## config.mk

```make
export PLATFORM = sky130hd
export DESIGN_NAME = atw_conv_ctrl
export DESIGN_NICKNAME = d
export VERILOG_FILES = /design/src/atw_sync.v /design/src/atw_conv_ctrl.v
export VERILOG_INCLUDE_DIRS = /design/src
export SDC_FILE = /design/constraint.sdc
export NUM_CORES = 1
export LEC_CHECK = 0
export ABC_AREA = 1
export BUFFER_PORTS_ARGS = -buffer_cell sky130_fd_sc_hd__buf_2
export CAP_MARGIN = 40
export CORE_ASPECT_RATIO = 0.7
export CORE_MARGIN = 10
export CORE_UTILIZATION = 55
export CTS_CLUSTER_DIAMETER = 60
export DETAILED_ROUTE_END_ITERATION = 10
export HOLD_SLACK_MARGIN = 0.12
export PLACE_DENSITY = 0.78
export SLEW_MARGIN = 10
export SYNTH_ARGS = -nofsm -noshare
export SYNTH_HDL_FRONTEND = slang
export SYNTH_SLANG_ARGS = --single-unit
```

## constraint.sdc

```tcl
create_clock -name clk -period 5.7 [get_ports clk]
set_input_delay 1.14 -clock clk [delete_from_list [all_inputs] [get_ports clk]]
set_output_delay 1.14 -clock clk [all_outputs]
set_load 0.05 [all_outputs]
```

## src/atw_defs.vh

```
`ifndef ATW_DEFS_VH
`define ATW_DEFS_VH
// Summary of operation
// - falling clock in sleep starts conversion
// - channel selects latched on start edge
// - code 00..11 routes inputs one to four
// - window edges drop one bit, halve time
// - data line low while converting, except while a reduction edge is acknowledged
// - after conversion, each falling edge shifts MSB-first
// - power-fail flag low while sense below reference
// - reset output low while supply sense low
// - reference output undriven during sleep
// - accepted reduction edge acknowledged high until release
// - completion drives data high, result held
// - at most six reductions, floor ten bits
// - seventeen falling edges per full cycle

// register byte offsets
`define ATW_ADDR_CTRL 8'h00
`define ATW_ADDR_STATUS 8'h04
`define ATW_ADDR_INT_STAT 8'h08
`define ATW_ADDR_INT_MASK 8'h0C
`define ATW_ADDR_RESULT 8'h10

// control fields
`define ATW_CTRL_ENABLE 0
`define ATW_CTRL_RESET 32'h0000_0001

// interrupt bits
`define ATW_INT_WIDTH 5
`define ATW_INT_START 0
`define ATW_INT_DONE 1
`define ATW_INT_READ 2
`define ATW_INT_PFAIL 3
`define ATW_INT_SUPPLY 4

// converter figures
`define ATW_RES_BITS 16
`define ATW_MAX_REDUCE 6
// internal oscillator 520 kHz against a 10 MHz system clock
`define ATW_OSC_KHZ 520
`define ATW_CLK_KHZ 10000
`define ATW_OSC_DIV (`ATW_CLK_KHZ / `ATW_OSC_KHZ)
// full-resolution conversion 125 ms, window is that over 85.7
`define ATW_CONV_US 125000
`define ATW_CONV_OSC ((`ATW_CONV_US * `ATW_OSC_KHZ) / 1000)
`define ATW_WINDOW_OSC ((`ATW_CONV_OSC * 10) / 857)
// reset held for twice the conversion time after recovery
`define ATW_HOLD_CYCLES ((2 * `ATW_CONV_US) * (`ATW_CLK_KHZ / 1000))
`endif

```

## src/atw_sync.v

```verilog
module atw_sync #(
  parameter WIDTH = 1
) (
  input wire clk,
  input wire sys_rst,
  input wire [WIDTH-1:0] asyncIn,
  output wire [WIDTH-1:0] syncOut
);
  reg [WIDTH-1:0] stage1_q;
  reg [WIDTH-1:0] stage2_q;

  // first stage feeds only the second
  always @(posedge clk) begin
    if (sys_rst) begin
      stage1_q <= {WIDTH{1'b0}};
      stage2_q <= {WIDTH{1'b0}};
    end else begin
      stage1_q <= asyncIn;
      stage2_q <= stage1_q;
    end
  end

  assign syncOut = stage2_q;
endmodule // atw_sync

```

## src/atw_conv_ctrl.v

```verilog
// Design decisions made here: the AHB-Lite register port and the placing of the registers.
`include "atw_defs.vh"

module atw_conv_ctrl #(
  parameter RES_BITS = `ATW_RES_BITS,
  parameter MAX_REDUCE = `ATW_MAX_REDUCE,
  parameter OSC_DIV = `ATW_OSC_DIV,
  parameter CONV_OSC_CYCLES = `ATW_CONV_OSC,
  parameter WINDOW_OSC_CYCLES = `ATW_WINDOW_OSC,
  parameter HOLD_CYCLES = `ATW_HOLD_CYCLES
) (
  input wire clk,
  input wire sys_rst,
  input wire hsel,
  input wire [31:0] haddr,
  input wire [1:0] htrans,
  input wire hwrite,
  input wire [2:0] hsize,
  input wire [31:0] hwdata,
  input wire hready,
  output wire hreadyout,
  output wire hresp,
  output wire [31:0] hrdata,
  input wire serialClk,
  input wire channelSelectLow,
  input wire channelSelectHigh,
  output wire serialResultOut,
  input wire [RES_BITS-1:0] modulatorResult,
  output wire [3:0] muxInputSel,
  output wire referenceDriveEn,
  input wire powerFailSenseLow,
  input wire supplyMonitorSenseLow,
  input wire powerFailFlagNIn,
  output wire powerFailFlagNOut,
  output wire powerFailFlagNOeN,
  input wire resetNIn,
  output wire resetNOut,
  output wire resetNOeN,
  output wire irq
);
  localparam ST_SLEEP = 3'b001;
  localparam ST_CONV = 3'b010;
  localparam ST_READ = 3'b100;
  localparam integer CONV_I = CONV_OSC_CYCLES;
  localparam integer WIN_I = WINDOW_OSC_CYCLES;
  localparam integer DIV_I = OSC_DIV - 1;
  localparam integer REDUCE_I = MAX_REDUCE;
  localparam integer RES_I = RES_BITS;
  localparam integer HOLD_I = HOLD_CYCLES;
  localparam integer CTRL_I = `ATW_CTRL_RESET;
  // counters sized for the default figures; larger ones need wider regs
  localparam [19:0] CONV_LEN = CONV_I[19:0];
  localparam [19:0] WIN_LEN = WIN_I[19:0];
  localparam [7:0] DIV_LAST = DIV_I[7:0];
  localparam [2:0] REDUCE_MAX = REDUCE_I[2:0];
  localparam [4:0] RES_FULL = RES_I[4:0];
  localparam [31:0] HOLD_LEN = HOLD_I[31:0];
  localparam [31:0] CTRL_RESET = CTRL_I[31:0];

  wire [6:0] syncVec;
  wire sclkS;
  wire selHighS;
  wire selLowS;
  wire pfLowS;
  wire supLowS;
  wire pfPinS;
  wire rstPinS;

  atw_sync #(
    .WIDTH(7)
  ) u_sync (
    .clk(clk),
    .sys_rst(sys_rst),
    .asyncIn({serialClk, channelSelectHigh, channelSelectLow,
      powerFailSenseLow, supplyMonitorSenseLow, powerFailFlagNIn,
      resetNIn}),
    .syncOut(syncVec)
  );

  assign {sclkS, selHighS, selLowS, pfLowS, supLowS, pfPinS, rstPinS} =
    syncVec;

  reg [2:0] state_q;
  reg sclkPrev_q;
  reg [1:0] channel_q;
  reg [2:0] reduce_q;
  reg winOpen_q;
  reg [7:0] divCnt_q;
  reg [19:0] oscCnt_q;
  reg serial_result_out_q;
  reg [RES_BITS-1:0] shift_q;
  reg [RES_BITS-1:0] result_q;
  reg [4:0] bitsLeft_q;
  reg refEn_q;
  reg evStart_q;
  reg evDone_q;
  reg evRead_q;
  reg pfAssert_q;
  reg supPrev_q;
  reg rstAssert_q;
  reg [31:0] holdCnt_q;
  reg enable_q;
  reg [`ATW_INT_WIDTH-1:0] intStat_q;
  reg [`ATW_INT_WIDTH-1:0] intMask_q;
  reg [`ATW_INT_WIDTH-1:0] intStat_d;
  reg wrPend_q;
  reg [7:0] wrAddr_q;
  reg [31:0] rdata_q;
  reg [31:0] rdata_d;

  wire sclkFall = sclkPrev_q & ~sclkS;
  wire sclkRise = ~sclkPrev_q & sclkS;
  wire oscTick = (state_q == ST_CONV) && (divCnt_q == DIV_LAST);
  wire [19:0] oscNext = oscCnt_q + 20'h00001;
  // each reduction halves the conversion time
  wire [19:0] convLen = CONV_LEN >> reduce_q;
  wire convEnd = oscTick && (oscNext >= convLen);
  wire winEnd = winOpen_q && oscTick && (oscNext >= WIN_LEN);

  // sclk edges seen one cycle after the second sync stage
  // sync stages reset low, so history starts low: no false fall
  always @(posedge clk) begin
    if (sys_rst) begin
      state_q <= ST_SLEEP;
      sclkPrev_q <= 1'b0;
      channel_q <= 2'h0;
      reduce_q <= 3'h0;
      winOpen_q <= 1'b0;
      divCnt_q <= 8'h00;
      oscCnt_q <= 20'h00000;
      serial_result_out_q <= 1'b1;
      shift_q <= {RES_BITS{1'b0}};
      result_q <= {RES_BITS{1'b0}};
      bitsLeft_q <= 5'h00;
      refEn_q <= 1'b0;
      evStart_q <= 1'b0;
      evDone_q <= 1'b0;
      evRead_q <= 1'b0;
    end else begin
      sclkPrev_q <= sclkS;
      evStart_q <= 1'b0;
      evDone_q <= 1'b0;
      evRead_q <= 1'b0;
      case (state_q)
        ST_SLEEP: begin
          refEn_q <= 1'b0;
          if (sclkFall && enable_q) begin
            state_q <= ST_CONV;
            channel_q <= {selHighS, selLowS};
            reduce_q <= 3'h0;
            winOpen_q <= 1'b1;
            divCnt_q <= 8'h00;
            oscCnt_q <= 20'h00000;
            serial_result_out_q <= 1'b0;
            refEn_q <= 1'b1;
            evStart_q <= 1'b1;
          end
        end
        ST_CONV: begin
          // oscillator only runs while converting
          if (oscTick) begin
            divCnt_q <= 8'h00;
            oscCnt_q <= oscNext;
          end else begin
            divCnt_q <= divCnt_q + 8'h01;
          end
          if (winEnd) begin
            winOpen_q <= 1'b0;
          end
          if (sclkFall && winOpen_q && !winEnd) begin
            if (reduce_q < REDUCE_MAX) begin
              reduce_q <= reduce_q + 3'h1;
              serial_result_out_q <= 1'b1;
            end
          end else if (sclkRise || winEnd) begin
            serial_result_out_q <= 1'b0;
          end
          if (convEnd) begin
            state_q <= ST_READ;
            winOpen_q <= 1'b0;
            serial_result_out_q <= 1'b1;
            refEn_q <= 1'b0;
            shift_q <= modulatorResult;
            result_q <= modulatorResult;
            bitsLeft_q <= RES_FULL - {2'b00, reduce_q};
            evDone_q <= 1'b1;
          end
        end
        ST_READ: begin
          refEn_q <= 1'b0;
          // sign bit leaves first, then down to bit reduce_q
          if (sclkFall) begin
            serial_result_out_q <= shift_q[RES_BITS-1];
            shift_q <= {shift_q[RES_BITS-2:0], 1'b0};
            bitsLeft_q <= bitsLeft_q - 5'h01;
            if (bitsLeft_q == 5'h01) begin
              state_q <= ST_SLEEP;
              evRead_q <= 1'b1;
            end
          end
        end
        default: begin
          state_q <= ST_SLEEP;
        end
      endcase
    end
  end

  genvar gi;
  generate
    for (gi = 0; gi < 4; gi = gi + 1) begin : g_mux
      assign muxInputSel[gi] = (channel_q == gi);
    end
  endgenerate

  // supervisory outputs; reset held after supply recovers
  always @(posedge clk) begin
    if (sys_rst) begin
      pfAssert_q <= 1'b0;
      supPrev_q <= 1'b0;
      rstAssert_q <= 1'b0;
      holdCnt_q <= 32'h0000_0000;
    end else begin
      pfAssert_q <= pfLowS;
      supPrev_q <= supLowS;
      if (supLowS) begin
        rstAssert_q <= 1'b1;
        holdCnt_q <= HOLD_LEN;
      end else if (holdCnt_q != 32'h0000_0000) begin
        holdCnt_q <= holdCnt_q - 32'h0000_0001;
        rstAssert_q <= 1'b1;
      end else begin
        rstAssert_q <= 1'b0;
      end
    end
  end

  // AHB-Lite slave, zero wait states, read data captured at address phase
  wire addrPhase = hsel && hready && htrans[1];
  wire [31:0] wrData = hwdata;
  wire [`ATW_INT_WIDTH-1:0] events = {supLowS & ~supPrev_q,
    pfLowS & ~pfAssert_q, evRead_q, evDone_q, evStart_q};

  always @* begin
    intStat_d = intStat_q;
    if (wrPend_q && wrAddr_q == `ATW_ADDR_INT_STAT) begin
      intStat_d = intStat_q & ~wrData[`ATW_INT_WIDTH-1:0];
    end
    // a new event beats a clear in the same cycle
    intStat_d = intStat_d | events;
  end

  always @* begin
    rdata_d = 32'h0000_0000;
    if (haddr[7:0] == `ATW_ADDR_CTRL) begin
      rdata_d[`ATW_CTRL_ENABLE] = enable_q;
    end else if (haddr[7:0] == `ATW_ADDR_STATUS) begin
      rdata_d[2:0] = state_q;
      rdata_d[5:3] = reduce_q;
      rdata_d[7:6] = channel_q;
      rdata_d[8] = winOpen_q;
      rdata_d[9] = serial_result_out_q;
      rdata_d[10] = pfPinS;
      rdata_d[11] = rstPinS;
      rdata_d[16:12] = bitsLeft_q;
    end else if (haddr[7:0] == `ATW_ADDR_INT_STAT) begin
      rdata_d[`ATW_INT_WIDTH-1:0] = intStat_q;
    end else if (haddr[7:0] == `ATW_ADDR_INT_MASK) begin
      rdata_d[`ATW_INT_WIDTH-1:0] = intMask_q;
    end else if (haddr[7:0] == `ATW_ADDR_RESULT) begin
      rdata_d[RES_BITS-1:0] = result_q;
    end
  end

  always @(posedge clk) begin
    if (sys_rst) begin
      wrPend_q <= 1'b0;
      wrAddr_q <= 8'h00;
      rdata_q <= 32'h0000_0000;
      enable_q <= CTRL_RESET[`ATW_CTRL_ENABLE];
      intStat_q <= {`ATW_INT_WIDTH{1'b0}};
      intMask_q <= {`ATW_INT_WIDTH{1'b0}};
    end else begin
      wrPend_q <= addrPhase && hwrite;
      wrAddr_q <= haddr[7:0];
      if (addrPhase && !hwrite) begin
        rdata_q <= rdata_d;
      end
      intStat_q <= intStat_d;
      if (wrPend_q && wrAddr_q == `ATW_ADDR_CTRL) begin
        enable_q <= wrData[`ATW_CTRL_ENABLE];
      end else if (wrPend_q && wrAddr_q == `ATW_ADDR_INT_MASK) begin
        intMask_q <= wrData[`ATW_INT_WIDTH-1:0];
      end
    end
  end

  assign hreadyout = 1'b1;
  assign hresp = 1'b0;
  assign hrdata = rdata_q;
  assign irq = |(intStat_q & intMask_q);
  assign serialResultOut = serial_result_out_q;
  assign referenceDriveEn = refEn_q;
  assign powerFailFlagNOut = 1'b0;
  assign powerFailFlagNOeN = ~pfAssert_q;
  assign resetNOut = 1'b0;
  assign resetNOeN = ~rstAssert_q;
endmodule // atw_conv_ctrl

```

Yosys cells after proc, flatten, opt, wreduce, memory -nomap -nowiden
Index checks and enable logic that the tools add are counted.
{"block": "op_classes", "add_sub_neg": 6, "order_cmp": 3, "eq_ne": 24, "n_shift": 1, "n_mux": 51, "bitwise": 18, "n_reduce_logical": 41}
{"operator": "$mux 16", "count": 5}
{"operator": "$mux 22", "count": 2}
{"operator": "$mux 20", "count": 2}
{"operator": "$pmux 20 s2", "count": 1}
{"operator": "$eq 8x4->1 const B", "count": 4}
{"operator": "$pmux 16 s2", "count": 1}
{"operator": "$reduce_bool 32->1", "count": 1}
{"operator": "$sub 32x1->32 const B", "count": 1}
{"operator": "$mux 5", "count": 5}
{"operator": "$mux 11", "count": 2}
{"operator": "$mux 3", "count": 7}
{"operator": "$add 20x1->20 const B", "count": 1}
{"operator": "$ge 20x10->1 const B", "count": 1}
{"operator": "$ge 20x20->1", "count": 1}
{"operator": "$shr 16x3->20 const A", "count": 1}
{"operator": "$mux 1", "count": 17}
{"operator": "$eq 8x5->1 const B", "count": 2}
{"operator": "$logic_not 8->1", "count": 2}
{"operator": "$mux 8", "count": 2}
{"operator": "$pmux 8 s2", "count": 1}
{"operator": "$logic_and 1x1->1", "count": 14}
{"operator": "$and 5x5->5", "count": 2}
{"operator": "$ne 2x2->1 const B", "count": 5}
{"operator": "$not 1->1", "count": 10}
{"operator": "36 further kinds", "count": 54}
{"block": "totals", "register_bits": 166, "in_bits": 97, "out_inout_bits": 45, "word_cells": 172}

Depth between registers and ports, before layout
{"block": "logic_depth", "ltp_word": 9, "mapped_depth": 27, "depth_no_buf": 26}

Modules after synthesis
Synthesis repeated with hierarchy kept, for this count alone.
{"block": "hier_totals", "cells_unflattened": 1259, "area_unflattened_um2": 8545.7}
{"mod": "atw_conv_ctrl", "n_inst": 1, "cells_each": 1216, "area_per_inst_um2": 8149.1, "seq_area_each_um2": 3042.9}
{"mod": "atw_sync", "n_inst": 1, "cells_each": 43, "area_per_inst_um2": 396.6, "seq_area_each_um2": 280.3}

Least setup slack after synthesis
No wires, ideal clock.
{"block": "synth_path", "kind": "input to register", "start": "input haddr[7]", "end": "register rdata_q[0] (netlist: hrdata[0])", "setup_time_ns": 0.059, "arrival_time_ns": 2.688, "required_ns": 5.641, "slack_ns": 2.953, "cell_stages": 10, "path_buffers": 1, "path_cell_list": "nor2_1 nand2_1 nor2_1 inv_1 nor4_1 inv_1 clkbuf_1 o21ai_0 o221ai_1 inv_1"}
{"block": "synth_via", "elab_chain_len": 6, "elab_cells_between_ends": 10, "cone_classes": "eq/ne: 4; mux: 5; reduce/logical: 1"}
{"item": "from (decl)", "line": "atw_conv_ctrl.v:15", "source": "input wire [31:0] haddr,"}
{"item": "$eq 8x5->1 (no source line)"}
{"item": "$mux 16", "line": "atw_conv_ctrl.v:270", "source": "end else if (haddr[7:0] == `ATW_ADDR_RESULT) begin"}
{"item": "$mux 5", "line": "atw_conv_ctrl.v:268", "source": "end else if (haddr[7:0] == `ATW_ADDR_INT_MASK) begin"}
{"item": "$mux 5", "line": "atw_conv_ctrl.v:266", "source": "end else if (haddr[7:0] == `ATW_ADDR_INT_STAT) begin"}
{"item": "$mux 16", "line": "atw_conv_ctrl.v:257", "source": "end else if (haddr[7:0] == `ATW_ADDR_STATUS) begin"}
{"item": "$mux 1 *", "line": "atw_conv_ctrl.v:255", "source": "if (haddr[7:0] == `ATW_ADDR_CTRL) begin"}
{"item": "to (signal assigned)", "line": "atw_conv_ctrl.v:287", "source": "rdata_q <= rdata_d;"}
{"item": "to (decl)", "line": "atw_conv_ctrl.v:108", "source": "reg [31:0] rdata_q;"}
Mark *: on every way between the ends. The rest lies on a longest branch, timed or not.
A chain may end at the register's enable or synchronous reset.

Final worst setup path
{"block": "layout_path", "start": "register oscCnt_q[0]", "end": "register shift_q[8]"}
{"block": "layout_via", "elab_chain_len": 5}
{"item": "from (decl)", "line": "atw_conv_ctrl.v:89", "source": "reg [19:0] oscCnt_q;"}
{"item": "from (signal assigned)", "line": "atw_conv_ctrl.v:163", "source": "oscCnt_q <= oscNext;"}
{"item": "$add 20x1->20", "line": "atw_conv_ctrl.v:114", "source": "wire [19:0] oscNext = oscCnt_q + 20'h00001;"}
{"item": "$ge 20x20->1", "line": "atw_conv_ctrl.v:117", "source": "wire convEnd = oscTick && (oscNext >= convLen);"}
{"item": "$logic_and 1x1->1", "line": "atw_conv_ctrl.v:117"}
{"item": "$ne 2x2->1 (no source line)"}
{"item": "$reduce_and 3->1 (no source line)"}
{"item": "to (signal assigned)", "line": "atw_conv_ctrl.v:132", "source": "shift_q <= {RES_BITS{1'b0}};"}
{"item": "to (signal assigned)", "line": "atw_conv_ctrl.v:183", "source": "shift_q <= modulatorResult;"}
{"item": "to (signal assigned)", "line": "atw_conv_ctrl.v:194", "source": "shift_q <= {shift_q[RES_BITS-2:0], 1'b0};"}
{"item": "to (decl)", "line": "atw_conv_ctrl.v:91", "source": "reg [RES_BITS-1:0] shift_q;"}
Every way passes these cells.

==> impl_metrics.yaml <==
worst_setup_path:
  cp_max_fo: 35
  critPathArrivalTime_ns: 4.27
  critPathRequiredTime_ns: 5.99
  critical_path_class: "reg2reg"
  critPathLaunchType: "flop"
  worstSetupEndpointType: "flop"
sta:
  setup_viol: 0
  rsz0062_at_grt: "no"
  hold_viol: 0
  fin_skew_ns: 0.00825
  fin_crit_ns: 3.98
  period_share_pct: 69.8
  max_slew_margin_pct: 45.3
  holdWs_ns: 0.400
  worst_pin_slew_ns: 0.818
  timing.final.max_slew_violations: 0
  tns_ns: 0
  fmax_mhz: 251
power:
  p_leak_nw: 4.18
  power_density_nw_per_um2: 344
  power.total_mw: 3.24
  ir_drop_mv: 0.260
synth:
  ys_ff_latch: 166
  synth_top_area_share_pct: 39.1
  synthCells: 1227
  synth.distinct_cells: 52
  synthTopCellsByArea: "dfxtp_1 (39%), nand2_1 (13%), inv_1 (7.2%), nor2_1 (6.9%), a21oi_1 (5.7%)"
  synth_flop_cell: "dfxtp_1"
  async_flop_share_pct: 0
  synth_area_um2: 8500
  synth_top_cell_by_area: "dfxtp_1"
  synth-edff-count: 0
  synth_area_per_cell_um2: 6.93
  yosys_warnings: 0
  synth-seq-area-share_pct: 39.1
clocking:
  cts_resized: 0
  cts_setup_buffers: 0
  cts_tree: "built"
  root_buffer: "clkbuf_16"
  clkTransAtPathRegs_ns: 0.07
  clk_latency_ns: 0.43
  clockBufferDepth: 2
  cts_hold_buf: 0
  htree_levels: 4
  cts_sinks: 166
  numCtsBuffers: 17
drt:
  num_vias: 7868
  drt.antenna.violating_nets: 0
  drt-initial-drc-count: 869
  routedWlPerCell_um: 14.3
  via_per_inst: 5.29
  drt-total-wl_um: 21300
  drc_errors: 0
  dr.pass1.iters: 6
die:
  num_io_pins: 142
  die_area_um2: 20900
  rows: 37
  die_w_um: 169
  start_util_pct: 57.0
  core_um2: 14900
  fp.dieH_um: 124
outcome:
  status: "completed"
grt:
  met3_usage_pct: 5.48
  grt_max_degree: 56
  track_usage_pct: 20.3
  grt_pass1_wl_um: 35000
  antenna_found_initial: 0
  use_met2_pct: 28.4
  grt_pass1_vias: 7038
  gr-total-overflow: 0
  gr-max-usage-layer: "met1"
  met1_usage_pct: 30.0
placed_design:
  portBuffers: 67
  place_congestion: 0.907
  placedCellCount: 1456
  place_area_um2: 8880
  hpwl_um: 15400
layout:
  syn2layout_area_growth_pct: 11.0
  drive_above_1_share_pct: 12.3
  nets: 1408
  final_cell_mix: "nand2_1 (291), dfxtp_1 (166), inv_1 (162), nor2_1 (156), a21oi_1 (97)"
  fin_area_um2: 9440
  diodes: 0
  instances_no_fill: 1488
  mostFrequentLayoutCell: "nand2_1"
min_path:
  hold_class: "reg2reg"
run:
  maxCapViolCount: 0
[kinds of logic after synthesis]
logic type | synth area share [%]
flip-flops | 39.1
XOR/XNOR | 2.16
AND/OR/NAND/NOR | 29.1
buffers and inverters | 11.0
adder cells (fa/ha/maj) | 4.56
other | 0.0883
AO/OA/AOI/OAI | 14.0
[per-stage QoR]
stage | util [%] | worst slack [ns]
5_1_grt | 63.3 | 1.33
3_3_place_gp | 59.6 | 1.88
6_report | 63.3 | 1.72
4_1_cts | 63.3 | 1.80
3_5_place_dp | 59.6 | 1.81
2_1_floorplan | - | 2.95
[registers in the layout (all words and copies together) (netlist names), 8 cells and up]
register,flops
oscCnt_q,20
holdCnt_q,32
hrdata,17
wrAddr_q,8
result_q,16
shift_q,16
divCnt_q,8
[area by class of cell]
cell class,instances,area [um2]
fill,1318,5470
multi-input combinational,856,4310
clock buffer,17,425
inverter,166,623
timing repair buffer,73,383
clock inverter,15,131
tap,195,244
sequential,166,3320
[metal layers]
metal	routed length, um	up-vias
met1	10900	3557
li1	-	3990
met5	0	-
met3	1890	23
met4	201	0
met2	8290	298
[cells in the mapped netlist (13+ instances only)]
| cell | count |
|---|---|
| nand2_2 | 21 |
| clkbuf_1 | 27 |
| buf_4 | 20 |
| nand4_1 | 15 |
| nor4_1 | 13 |
| dfxtp_1 | 166 |
| nor2_1 | 156 |
| nand3_1 | 37 |
| nand2_1 | 291 |
| inv_1 | 162 |
| a21oi_1 | 97 |
| o21ai_0 | 56 |
| ha_1 | 31 |
| nor3_1 | 20 |
[critical path: stages (launching register included)]
cell and delay (ns):
dfxtp_1 0.53, nand3_1 0.24, inv_1 0.27, nand3b_1 0.24, xnor2_1 0.36, ha_1 0.30, a21oi_1 0.15, nor2_1 0.06
nor2_1 0.08, nand2_1 0.07, nand2_1 0.06, nand2_1 0.04, nand2_1 0.06, nand2_2 0.06, nand2_4 0.28, nand2_2 0.08
nand2_2 0.41, inv_2 0.31, nand2_1 0.16, a21oi_2 0.06
[report_power, final]
group          internal (mW)  total (mW)  leakage [nW]  switching (mW)
Clock                  0.575        1.10         0.268           0.524
Sequential              1.27        1.36          1.35          0.0885
Combinational          0.259       0.788          2.56           0.529
Total                   2.10        3.24          4.18            1.14
[worst paths after layout]
path	from	to	slack, ns	cells after the start
max	oscCnt_q[0]	shift_q[8]	1.72	19
min	u_sync.stage1_q[4]	u_sync.syncOut[4]	0.40	2
max reg2reg	oscCnt_q[0]	shift_q[8]	1.72	19
min reg2reg	u_sync.stage1_q[4]	u_sync.syncOut[4]	0.40	2
Power figures use the tool's default switching activity.
